--- src/include/brf_defines.svh ---
// constants of the banked register file: address map, pointer fields, vector area
// assumes inclusion by bare name from the package and the design files
`ifndef BRF_DEFINES_SVH
`define BRF_DEFINES_SVH
`define BRF_PORT_LAST 8'h03
`define BRF_GPR_FIRST 8'h04
`define BRF_GPR_LAST 8'hEF
`define BRF_CTL_FIRST 8'hF0
`define BRF_GROUP_E 4'hE
`define BRF_RP_ADDR 8'hFD
`define BRF_RP_RESET 8'h00
`define BRF_VEC_BYTES 12
`define BRF_VEC_COUNT 6
`endif

--- src/include/brf_pkg.sv ---
// types of the banked register file: access request and answer carriers
// assumes the defines header is on the include path
package brf_pkg;
  `include "brf_defines.svh"
  typedef enum logic [1:0] {
    BRF_MODE_DIRECT,
    BRF_MODE_INDIRECT,
    BRF_MODE_WORKING
  } brf_mode_t;
  typedef struct packed {
    logic valid;
    logic write;
    brf_mode_t mode;
    logic [7:0] addr;
    logic [7:0] wdata;
  } brf_req_t;
  typedef struct packed {
    logic valid;
    logic refused;
    logic [7:0] rdata;
  } brf_rsp_t;
endpackage

--- src/rtl/brf_mem.sv ---
// byte-wide storage for the register file, registered read data
// assumes one access per cycle from the owning register file
`timescale 1ns/10ps
module brf_mem #(
  parameter int DEPTH = 256,
  parameter int AW = 8
) (
  // clock and reset
  input wire logic clk,
  input wire logic resetn,
  // access
  input wire logic we,
  input wire logic [AW-1:0] addr,
  input wire logic [7:0] wdata,
  output logic [7:0] rdata
);
  logic [7:0] mem_reg [DEPTH];

  // storage write, only the addressed byte changes
  always_ff @(posedge clk) begin
    if (we) begin
      mem_reg[addr] <= wdata;
    end
  end

  // read data registered; write-through so a write answers its own value
  always_ff @(posedge clk) begin
    if (!resetn) begin
      rdata <= 8'h00;
    end else begin
      rdata <= we ? wdata : mem_reg[addr];
    end
  end
endmodule

--- src/rtl/brf_regfile.sv ---
// bank 0 register file with working-group pointer and expanded bank select
// assumes the execution core issues at most one access per cycle, synchronous inputs
`timescale 1ns/10ps
`include "brf_defines.svh"
module brf_regfile #(
  parameter int VEC_W = 16
) (
  // clock and reset
  input wire logic clk,
  input wire logic resetn,
  // access from the execution core
  input brf_pkg::brf_req_t req,
  output brf_pkg::brf_rsp_t rsp,
  // decoded region of the last accepted access
  output logic hit_port,
  output logic hit_gpr,
  output logic hit_ctl,
  output logic [7:0] eff_addr,
  // pointer state
  output logic [7:0] working_group_pointer,
  output logic [3:0] expanded_bank_space,
  // vector fetch from program memory view
  input wire logic [2:0] vec_index,
  input wire logic [7:0] vec_byte_in,
  input wire logic vec_byte_load,
  input wire logic [3:0] vec_byte_addr,
  output logic [VEC_W-1:0] vec_out
);
  import brf_pkg::*;

  logic [7:0] addr_eff;
  logic refuse;
  logic do_acc;
  logic we;
  logic [7:0] rdata_mem;
  logic rp_hit;
  logic [7:0] rp_reg;
  logic [7:0] vec_reg [`BRF_VEC_BYTES];
  logic pend_reg;
  logic pend_refused_reg;
  logic pend_rp_reg;

  // effective address: working mode relocates by pointer group
  always_comb begin
    addr_eff = req.addr;
    if (req.mode == BRF_MODE_WORKING) begin
      addr_eff = {rp_reg[7:4], req.addr[3:0]};
    end
  end

  // direct access to group E refused
  assign refuse = (req.mode == BRF_MODE_DIRECT) && (req.addr[7:4] == `BRF_GROUP_E);
  assign do_acc = req.valid && !refuse;
  assign we = do_acc && req.write;
  assign rp_hit = (addr_eff == `BRF_RP_ADDR);

  brf_mem #(
    .DEPTH(256),
    .AW(8)
  ) u_mem (
    .clk(clk),
    .resetn(resetn),
    .we(we),
    .addr(addr_eff),
    .wdata(req.wdata),
    .rdata(rdata_mem)
  );

  // pointer register written at its control address
  always_ff @(posedge clk) begin
    if (!resetn) begin
      rp_reg <= `BRF_RP_RESET;
    end else if (we && rp_hit) begin
      rp_reg <= req.wdata;
    end
  end

  assign working_group_pointer = rp_reg;
  assign expanded_bank_space = rp_reg[3:0];

  // answer one cycle after any accepted or refused request
  always_ff @(posedge clk) begin
    if (!resetn) begin
      pend_reg <= 1'b0;
      pend_refused_reg <= 1'b0;
      pend_rp_reg <= 1'b0;
    end else begin
      pend_reg <= req.valid;
      pend_refused_reg <= req.valid && refuse;
      pend_rp_reg <= do_acc && rp_hit;
    end
  end

  // region decode held from the last accepted access
  always_ff @(posedge clk) begin
    if (!resetn) begin
      hit_port <= 1'b0;
      hit_gpr <= 1'b0;
      hit_ctl <= 1'b0;
      eff_addr <= 8'h00;
    end else if (do_acc) begin
      hit_port <= (addr_eff <= `BRF_PORT_LAST);
      hit_gpr <= (addr_eff >= `BRF_GPR_FIRST) && (addr_eff <= `BRF_GPR_LAST);
      hit_ctl <= (addr_eff >= `BRF_CTL_FIRST);
      eff_addr <= addr_eff;
    end
  end

  // answer: refused reads give zero; pointer read shows live pointer
  always_comb begin
    rsp.valid = pend_reg;
    rsp.refused = pend_refused_reg;
    rsp.rdata = pend_refused_reg ? 8'h00 : (pend_rp_reg ? rp_reg : rdata_mem);
  end

  // vector area, twelve bytes loaded from program memory
  always_ff @(posedge clk) begin
    if (vec_byte_load && (vec_byte_addr < 4'(`BRF_VEC_BYTES))) begin
      vec_reg[vec_byte_addr] <= vec_byte_in;
    end
  end

  // six 16-bit vectors, high byte first
  always_ff @(posedge clk) begin
    if (!resetn) begin
      vec_out <= '0;
    end else if (vec_index < 3'(`BRF_VEC_COUNT)) begin
      vec_out <= {vec_reg[{vec_index, 1'b0}], vec_reg[{vec_index, 1'b1}]};
    end else begin
      vec_out <= '0;
    end
  end

  // shadow of written bytes for read-back checks
  logic [7:0] shadow_reg [256];
  logic [255:0] shadow_ok_reg;
  always_ff @(posedge clk) begin
    if (!resetn) begin
      shadow_ok_reg <= '0;
    end else if (we && !rp_hit) begin
      shadow_ok_reg[addr_eff] <= 1'b1;
    end
  end
  always_ff @(posedge clk) begin
    if (we) begin
      shadow_reg[addr_eff] <= req.wdata;
    end
  end
  logic [7:0] chk_addr_reg;
  logic chk_rd_reg;
  always_ff @(posedge clk) begin
    if (!resetn) begin
      chk_rd_reg <= 1'b0;
      chk_addr_reg <= 8'h00;
    end else begin
      chk_rd_reg <= do_acc && !req.write && !rp_hit && shadow_ok_reg[addr_eff];
      chk_addr_reg <= addr_eff;
    end
  end

  // assertions
  direct_e_refused_a: assert property (@(posedge clk) disable iff (!resetn)
    req.valid && req.mode == BRF_MODE_DIRECT && req.addr[7:4] == 4'hE
    |=> rsp.valid && rsp.refused && rsp.rdata == 8'h00)
    else $error("direct access to group E not refused");
  working_addr_a: assert property (@(posedge clk) disable iff (!resetn)
    req.valid && req.mode == BRF_MODE_WORKING
    |=> eff_addr == {$past(rp_reg[7:4]), $past(req.addr[3:0])})
    else $error("working address not relocated by pointer");
  group_size_a: assert property (@(posedge clk) disable iff (!resetn)
    req.valid && req.mode == BRF_MODE_WORKING |=> eff_addr[7:4] == $past(rp_reg[7:4]))
    else $error("working access left its group");
  pointer_split_a: assert property (@(posedge clk) disable iff (!resetn)
    req.valid && req.write && req.mode != BRF_MODE_WORKING && req.addr == 8'hFD
    |=> expanded_bank_space == $past(req.wdata[3:0])
        && working_group_pointer[7:4] == $past(req.wdata[7:4]))
    else $error("pointer nibbles not split");
  region_decode_a: assert property (@(posedge clk) disable iff (!resetn)
    req.valid && req.mode == BRF_MODE_INDIRECT && req.addr >= 8'h04 && req.addr <= 8'hEF
    |=> hit_gpr && !hit_port && !hit_ctl)
    else $error("general register decode wrong");
  ctl_decode_a: assert property (@(posedge clk) disable iff (!resetn)
    req.valid && req.mode == BRF_MODE_INDIRECT && req.addr >= 8'hF0
    |=> hit_ctl && !hit_gpr)
    else $error("control group decode wrong");
  answer_next_a: assert property (@(posedge clk) disable iff (!resetn)
    req.valid |=> rsp.valid)
    else $error("access not answered next cycle");
  readback_a: assert property (@(posedge clk) disable iff (!resetn)
    chk_rd_reg |-> rsp.rdata == shadow_reg[chk_addr_reg])
    else $error("read did not return stored value");
  vector_a: assert property (@(posedge clk) disable iff (!resetn)
    vec_index >= 3'h6 |=> vec_out == '0)
    else $error("vector beyond six not zero");

  working_write_c: cover property (@(posedge clk) disable iff (!resetn)
    req.valid && req.write && req.mode == BRF_MODE_WORKING);
  refused_c: cover property (@(posedge clk) disable iff (!resetn) rsp.refused);
  pointer_write_c: cover property (@(posedge clk) disable iff (!resetn)
    req.valid && req.write && rp_hit && !refuse);
  readback_c: cover property (@(posedge clk) disable iff (!resetn) chk_rd_reg);
endmodule

--- config.mk ---
export PLATFORM = sky130hd
export DESIGN_NAME = brf_regfile
export DESIGN_NICKNAME = d
export VERILOG_FILES = /design/src/include/brf_pkg.sv /design/src/rtl/brf_mem.sv /design/src/rtl/brf_regfile.sv
export VERILOG_INCLUDE_DIRS = /design/src /design/src/include
export SDC_FILE = /design/constraint.sdc
export NUM_CORES = 2
export LEC_CHECK = 0
export ABC_AREA = 1
export BUFFER_PORTS_ARGS = -buffer_cell sky130_fd_sc_hd__buf_2
export CAP_MARGIN = 40
export CORE_ASPECT_RATIO = 1.1
export CORE_MARGIN = 2
export CORE_UTILIZATION = 55
export CTS_BUF_LIST = sky130_fd_sc_hd__clkbuf_4 sky130_fd_sc_hd__clkbuf_8 sky130_fd_sc_hd__clkbuf_16
export CTS_CLUSTER_SIZE = 12
export DETAILED_ROUTE_END_ITERATION = 16
export HOLD_SLACK_MARGIN = 0.02
export PLACE_DENSITY = 0.69
export RECOVER_POWER = 100
export SLEW_MARGIN = 20
export SYNTH_ARGS = -nofsm -noshare
export SYNTH_HDL_FRONTEND = slang
export SYNTH_SLANG_ARGS = --single-unit
--- constraint.sdc ---
create_clock -name clk -period 3.19 [get_ports clk]
set_input_delay 0.319 -clock clk [delete_from_list [all_inputs] [get_ports clk]]
set_output_delay 0.319 -clock clk [all_outputs]
set_load 0.03 [all_outputs]
## After elaboration in Yosys (flattened, before gate mapping)

Memories as Yosys holds them, arrays and structs flattened. A register that Yosys moved wholly into a read port is not among the register bits.
Index checks and enable logic that the tools add are counted.

- Equal/unequal tests: 3
- Order comparisons: 6
- Reduce and logical (&&, ||, !) cells: 14
- Multiplexer cells: 7

Operators by type and width:

| operator | count |
|---|---|
| $mux W8 | 3 |
| $eq A8 B8 Y1 const B | 1 |
| $ge A8 B3 Y1 const B | 1 |
| $ge A8 B8 Y1 const B | 1 |
| $le A8 B2 Y1 const B | 1 |
| $le A8 B8 Y1 const B | 1 |
| $logic_and A1 B1 Y1 | 8 |
| $eq A4 B4 Y1 const B | 1 |
| $logic_not A1 Y1 | 4 |
| $lt A4 B4 Y1 const B | 1 |
| $mux W1 | 4 |
| $lt A3 B3 Y1 const B | 1 |
| $eq A2 B2 Y1 const B | 1 |
| $logic_not A2 Y1 | 1 |
| $reduce_and A2 Y1 | 1 |

- Register bits: 22
- Memories: 2
- Bits in writable memories: 2144
- Output and inout port bits: 49
- Word-level logic and storage cells: 40

Memories:

| name | depth | width | read ports | clocked after memory_dff | write ports | line | RTL |
|---|---|---|---|---|---|---|---|
| u_mem.mem_reg | 256 | 8 | 1 | 1 | 1 | brf_mem.sv:17 | `logic [7:0] mem_reg [DEPTH];` |
| vec_reg | 12 | 8 | 2 | 2 | 1 | brf_regfile.sv:38 | `` logic [7:0] vec_reg [`BRF_VEC_BYTES]; `` |

## Longest topological paths before layout

- Depth after elaboration: 7
- Gate-level depth with buffers: 18

## Cells and area by module

Synthesis repeated with hierarchy kept, for this count alone.

- Cell total of the unflattened synthesis: 8342
- Area total of the unflattened synthesis: 89763.6 um2

By module, submodules not included:

| module | sequential area each (um2) | cells an instance | times used | area an instance (um2) |
|---|---|---|---|---|
| brf_mem | 61659.1 | 7832 | 1 | 84375.9 |
| brf_regfile | 3643.5 | 510 | 1 | 5387.7 |

## Worst setup path after synthesis

Ideal clock, no wire load.

- Kind: register -> register
- Start point: reg rp_reg[7], in the netlist working_group_pointer[7]
- End point: mem u_mem.mem_reg[177][0] (enable)
- Period minus slack after synthesis: 2.344 ns
- Arrival: 1.974 ns
- Cell stages (with the launch flop): 7
- Slack: 0.846 ns
- Buffers on the path: 2
- Required time: 2.820 ns
- Library setup time: 0.370 ns
- Cells stage by stage: dfxtp_1 -> o21ai_1 -> nor2_1 -> clkbuf_1 -> nand2_1 -> clkbuf_1 -> nor2_1

- Cells in the longest elaborated chain, start to end: 1

RTL lines:

| element | line | RTL |
|---|---|---|
| start: declaration | brf_regfile.sv:37 | `logic [7:0] rp_reg;` |
| start signal: assignment | brf_regfile.sv:72 | `` rp_reg <= `BRF_RP_RESET; `` |
| start signal: assignment | brf_regfile.sv:74 | `rp_reg <= req.wdata;` |
| $mux W8 | brf_regfile.sv:46 | `if (req.mode == BRF_MODE_WORKING) begin` |
| end: declaration | brf_mem.sv:17 |  |

Every way passes these cells.

## Worst setup path after layout

- Start point: in req[13] in the netlist's numbering
- End point: mem u_mem.mem_reg[214][1] (enable)

- Cells in the longest elaborated chain, start to end: 7

RTL lines:

| element | line | RTL |
|---|---|---|
| start: declaration | brf_regfile.sv:12 | `input brf_pkg::brf_req_t req,` |
| $eq A4 B4 Y1 (no line) | - |  |
| $logic_and A1 B1 Y1 | brf_regfile.sv:52 | `` assign refuse = (req.mode == BRF_MODE_DIRECT) && (req.addr[7:4] == `BRF_GROUP_E); `` |
| $logic_not A1 Y1 | brf_regfile.sv:53 | `assign do_acc = req.valid && !refuse;` |
| $logic_and A1 B1 Y1 | brf_regfile.sv:53 |  |
| $logic_and A1 B1 Y1 | brf_regfile.sv:54 | `assign we = do_acc && req.write;` |
| $mux W1 (2 in a row) | - |  |

Several ways; a longest one is shown, not always the timed one.

==> results.sh <==
export IMPL_outcome="finished with violations"
export IMPL_violations="max-capacitance violations, max-slew violations"
export IMPL_intPower_w=0.04600
export IMPL_portBuffers=86
export IMPL_postRouteAntennaNets=0
export IMPL_growth_of_design_area_from_synthesis_to_finish_pct=12.30
export IMPL_class_of_the_worst_hold_path="in2reg"
export IMPL_htree_num_levels=4
export IMPL_final_setup_skew_ns=0.05445
export IMPL_power_switching_fraction=0.2208
export IMPL_largest_register_ffs=2048
export IMPL_drt_iter0_markers=7097
export IMPL_synth_warning_count=0
export IMPL_finalMaxSlewViolations=700
export IMPL_post_cts_setup_buffer_count=0
export IMPL_postSynth_asyncResetShare=0
export IMPL_die_area_sq_mm=0.1651
export IMPL_grt_remaining_overflow=0
export IMPL_syn_avg_cell_area_sq_um=10.94
export IMPL_overall_via_count_from_detail_route=60130
export IMPL_multiInputGateArea_sq_mm=0.02163
export IMPL_report_final_hold_viol_count=0
export IMPL_initial_antenna_violation_count=5
export IMPL_criticalPathCategory="in2reg"
export IMPL_drc=0
export IMPL_grt_max_degree=177
export IMPL_setup_tns_ns=0
export IMPL_power_sequential_fraction=0.537
export IMPL_post_synthesis_instance_area_sq_mm=0.08900
export IMPL_synth_edf_count=2144
export IMPL_synthesis_instances=8139
export IMPL_worstPathRequired_ns=3.71
export IMPL_layout_min_cycle_time_ns=3.154
export IMPL_dp_hpwl_um=143200
export IMPL_mappedNetlistNets=8177
export IMPL_power_frac_comb=0.062
export IMPL_detail_route_wirelength_um=239000
export IMPL_share_clk_of_total_power=0.401
export IMPL_dp_slack_ns=0.2144
export IMPL_grt_setup_unrepaired="false"
export IMPL_post_place_cells=10290
export IMPL_detail_route_first_pass_iterations=6
export IMPL_post_route_period_util=0.9888
export IMPL_fp_dieW_um=387.6
export IMPL_initial_utilization=0.5545
export IMPL_avgRoutedWirePerCell_um=22.38
export IMPL_worst_hold_slack_ns=0.05143
export IMPL_r2r_cells=7
export IMPL_worstHoldPathCells=3
export IMPL_cts_root_buf="sky130_fd_sc_hd__clkbuf_16"
export IMPL_worst_slack_ns=0.03568
export IMPL_n_fill_cell=12460
export IMPL_floorplan_core_area_sq_mm=0.1605
export IMPL_ys_seq_elements=2190
export IMPL_register_area_sq_mm=0.06530
export IMPL_critical_path_endpoint_type="register"
export IMPL_tritoncts="built"
export IMPL_total_switching_power_w=0.01303
export IMPL_placement_rows=154
export IMPL_clkLatencyLatePin_ns=0.85
export IMPL_cts_inserted_buffers=213
export IMPL_clk_transition_reported_paths_ns=0.06
export IMPL_gp_congestion=0.9092
export IMPL_design_final_nets=8469
export IMPL_synth_top_flop_cell="sky130_fd_sc_hd__edfxtp_1"
export IMPL_grt_total_usage=0.2887
export IMPL_crit_fanout=15
export IMPL_vias_cell=5.632
export IMPL_timing_fmax_ghz=0.3170
export IMPL_setup_worst_path_start_class="primary input"
export IMPL_grt_first_pass_wirelength_um=356700
export IMPL_timing_final_setup_violations=0
export IMPL_ios=87
export IMPL_clock_sinks=2190
export IMPL_cts_path_max_buffers=3
export IMPL_cp_data_arrival_time_ns=3.67
export IMPL_yosysUniqueCellTypes=31
export IMPL_number_of_max_cap_violations=10
export IMPL_vdd_ir_drop_worst_v=0.0005617
export IMPL_vias_in_the_first_global_route=58330
export IMPL_timing_worst_slew_pin_value_ns=3.055
export IMPL_final_util=0.6227
export IMPL_layoutNonFillerInstCount=10680
export IMPL_power_leakage_nw=38.41
export IMPL_power_density_mw_per_mm2=590.7
export IMPL_die_h_um=425.9
export IMPL_synth_yosys_seq_area_share=0.7337
export IMPL_drive_gt1_frac=0.08280
export IMPL_slew_limit_headroom=-1.037
==> power groups by stage <==
stage / clock network, W / registers (W) / logic (W)
4_1_cts: 0.0239 / 0.0317 / 0.00368
2_1_floorplan: 0 / 0.0323 / 0.00185
3_3_place_gp: 0 / 0.0323 / 0.00359
6_report: 0.0236 / 0.0317 / 0.00366
5_1_grt: 0.0250 / 0.0317 / 0.00395
3_5_place_dp: 0 / 0.0323 / 0.00364
==> synthesized netlist by cell type, types with 6 or more instances <==
master / number / area share
sky130_fd_sc_hd__inv_1: 29 / 0.0012
sky130_fd_sc_hd__o32ai_1: 16 / 0.0016
sky130_fd_sc_hd__nand2_1: 4234 / 0.18
sky130_fd_sc_hd__nand3_1: 145 / 0.0082
sky130_fd_sc_hd__dfxtp_1: 46 / 0.010
sky130_fd_sc_hd__buf_4: 15 / 0.0013
sky130_fd_sc_hd__buf_1: 24 / 0.0010
sky130_fd_sc_hd__nor2_1: 689 / 0.029
sky130_fd_sc_hd__buf_2: 263 / 0.015
sky130_fd_sc_hd__o21ai_1: 24 / 0.0013
sky130_fd_sc_hd__a22oi_1: 14 / 0.0012
sky130_fd_sc_hd__clkbuf_1: 127 / 0.0054
sky130_fd_sc_hd__edfxtp_1: 2144 / 0.72
sky130_fd_sc_hd__nor3_1: 6 / 0.00034
sky130_fd_sc_hd__o21ai_0: 135 / 0.0076
sky130_fd_sc_hd__a21oi_1: 125 / 0.0070
sky130_fd_sc_hd__nand4_1: 77 / 0.0054
==> kinds of logic (layout without fill, tap and decap cells) <==
| family | count (synthesis) | in the layout | share of synthesized area |
|---|---|---|---|
| other | 0 | 7 | 0 |
| AND/OR/NAND/NOR | 5159 | 5159 | 0.2223 |
| AO/OA/AOI/OAI | 321 | 321 | 0.01943 |
| flip-flops | 2190 | 2190 | 0.7337 |
| buffers and inverters | 469 | 893 | 0.02450 |
==> metrics by stage <==
stage	total power, W	cell area (sq um)
3_3_place_gp	0.03589	94030
2_1_floorplan	0.03417	89000
6_report	0.05903	99940
3_5_place_dp	0.03594	94050
5_1_grt	0.06065	99930
4_1_cts	0.05926	100800
==> routing by layer <==
metal	vias to the layer above	routed length (um)	GRT usage
met2	2947	113500	0.4727
met3	538	21870	0.04710
met5	-	109	0
met1	28970	92500	0.3849
li1	27670	-	-
met4	6	10990	0.1268
==> layout make-up <==
class / instances / share of cell area
Sequential cell: 2190 / 0.6534
Multi-Input combinational cell: 5480 / 0.2164
Clock buffer: 309 / 0.06181
Timing Repair Buffer: 510 / 0.03706
Tap cell: 2106 / 0.02636
Clock inverter: 38 / 0.003092
Inverter: 36 / 0.001740
Antenna cell: 7 / 0.0001753
==> worst max-delay path, cell delays in order <==
cell and delay (ns):
sky130_fd_sc_hd__dlygate4sd3_1 0.52, sky130_fd_sc_hd__buf_2 0.10, sky130_fd_sc_hd__inv_1 0.05, sky130_fd_sc_hd__nand2_1 0.06, sky130_fd_sc_hd__dlygate4sd3_1 0.53, sky130_fd_sc_hd__o21ai_0 0.19, sky130_fd_sc_hd__nand2_1 0.33, sky130_fd_sc_hd__clkinv_1 0.40
sky130_fd_sc_hd__nand2_1 0.34, sky130_fd_sc_hd__clkbuf_2 0.46, sky130_fd_sc_hd__nor2_1 0.11, sky130_fd_sc_hd__clkbuf_2 0.25
==> timing repair <==
action	in CTS	in global routing
hold buffers	27	3
endpoints found under the hold margin	469	6
resized for setup	0	25
setup endpoints to repair	0	231
==> worst paths after layout <==
path / from / endpoint / slack, ns
worst max-delay path: req[13] / u_mem.mem_reg[214][1] / 0.04
worst min-delay path: vec_byte_addr[1] / vec_reg[3][5] / 0.05
worst max register to register: working_group_pointer[5] / u_mem.mem_reg[214][1] / 0.26
worst min register to register: hit_gpr / hit_gpr / 0.48
==> layout by cell type (no fill, tap or decap), drive strengths merged <==
master,instances
a21oi,125
a211oi,3
inv,36
dlygate4sd3,30
clkinvlp,2
bufinv,2
nor3,7
o32ai,16
a21boi,2
dfxtp,46
edfxtp,2144
nand2,4235
clkbuf,597
or2,1
a22oi,16
o21ai,159
nand3,145
nor4,1
nor2,693
clkinv,34
diode,7
buf,192
nand4,77
(Power assumes the default switching activity.)
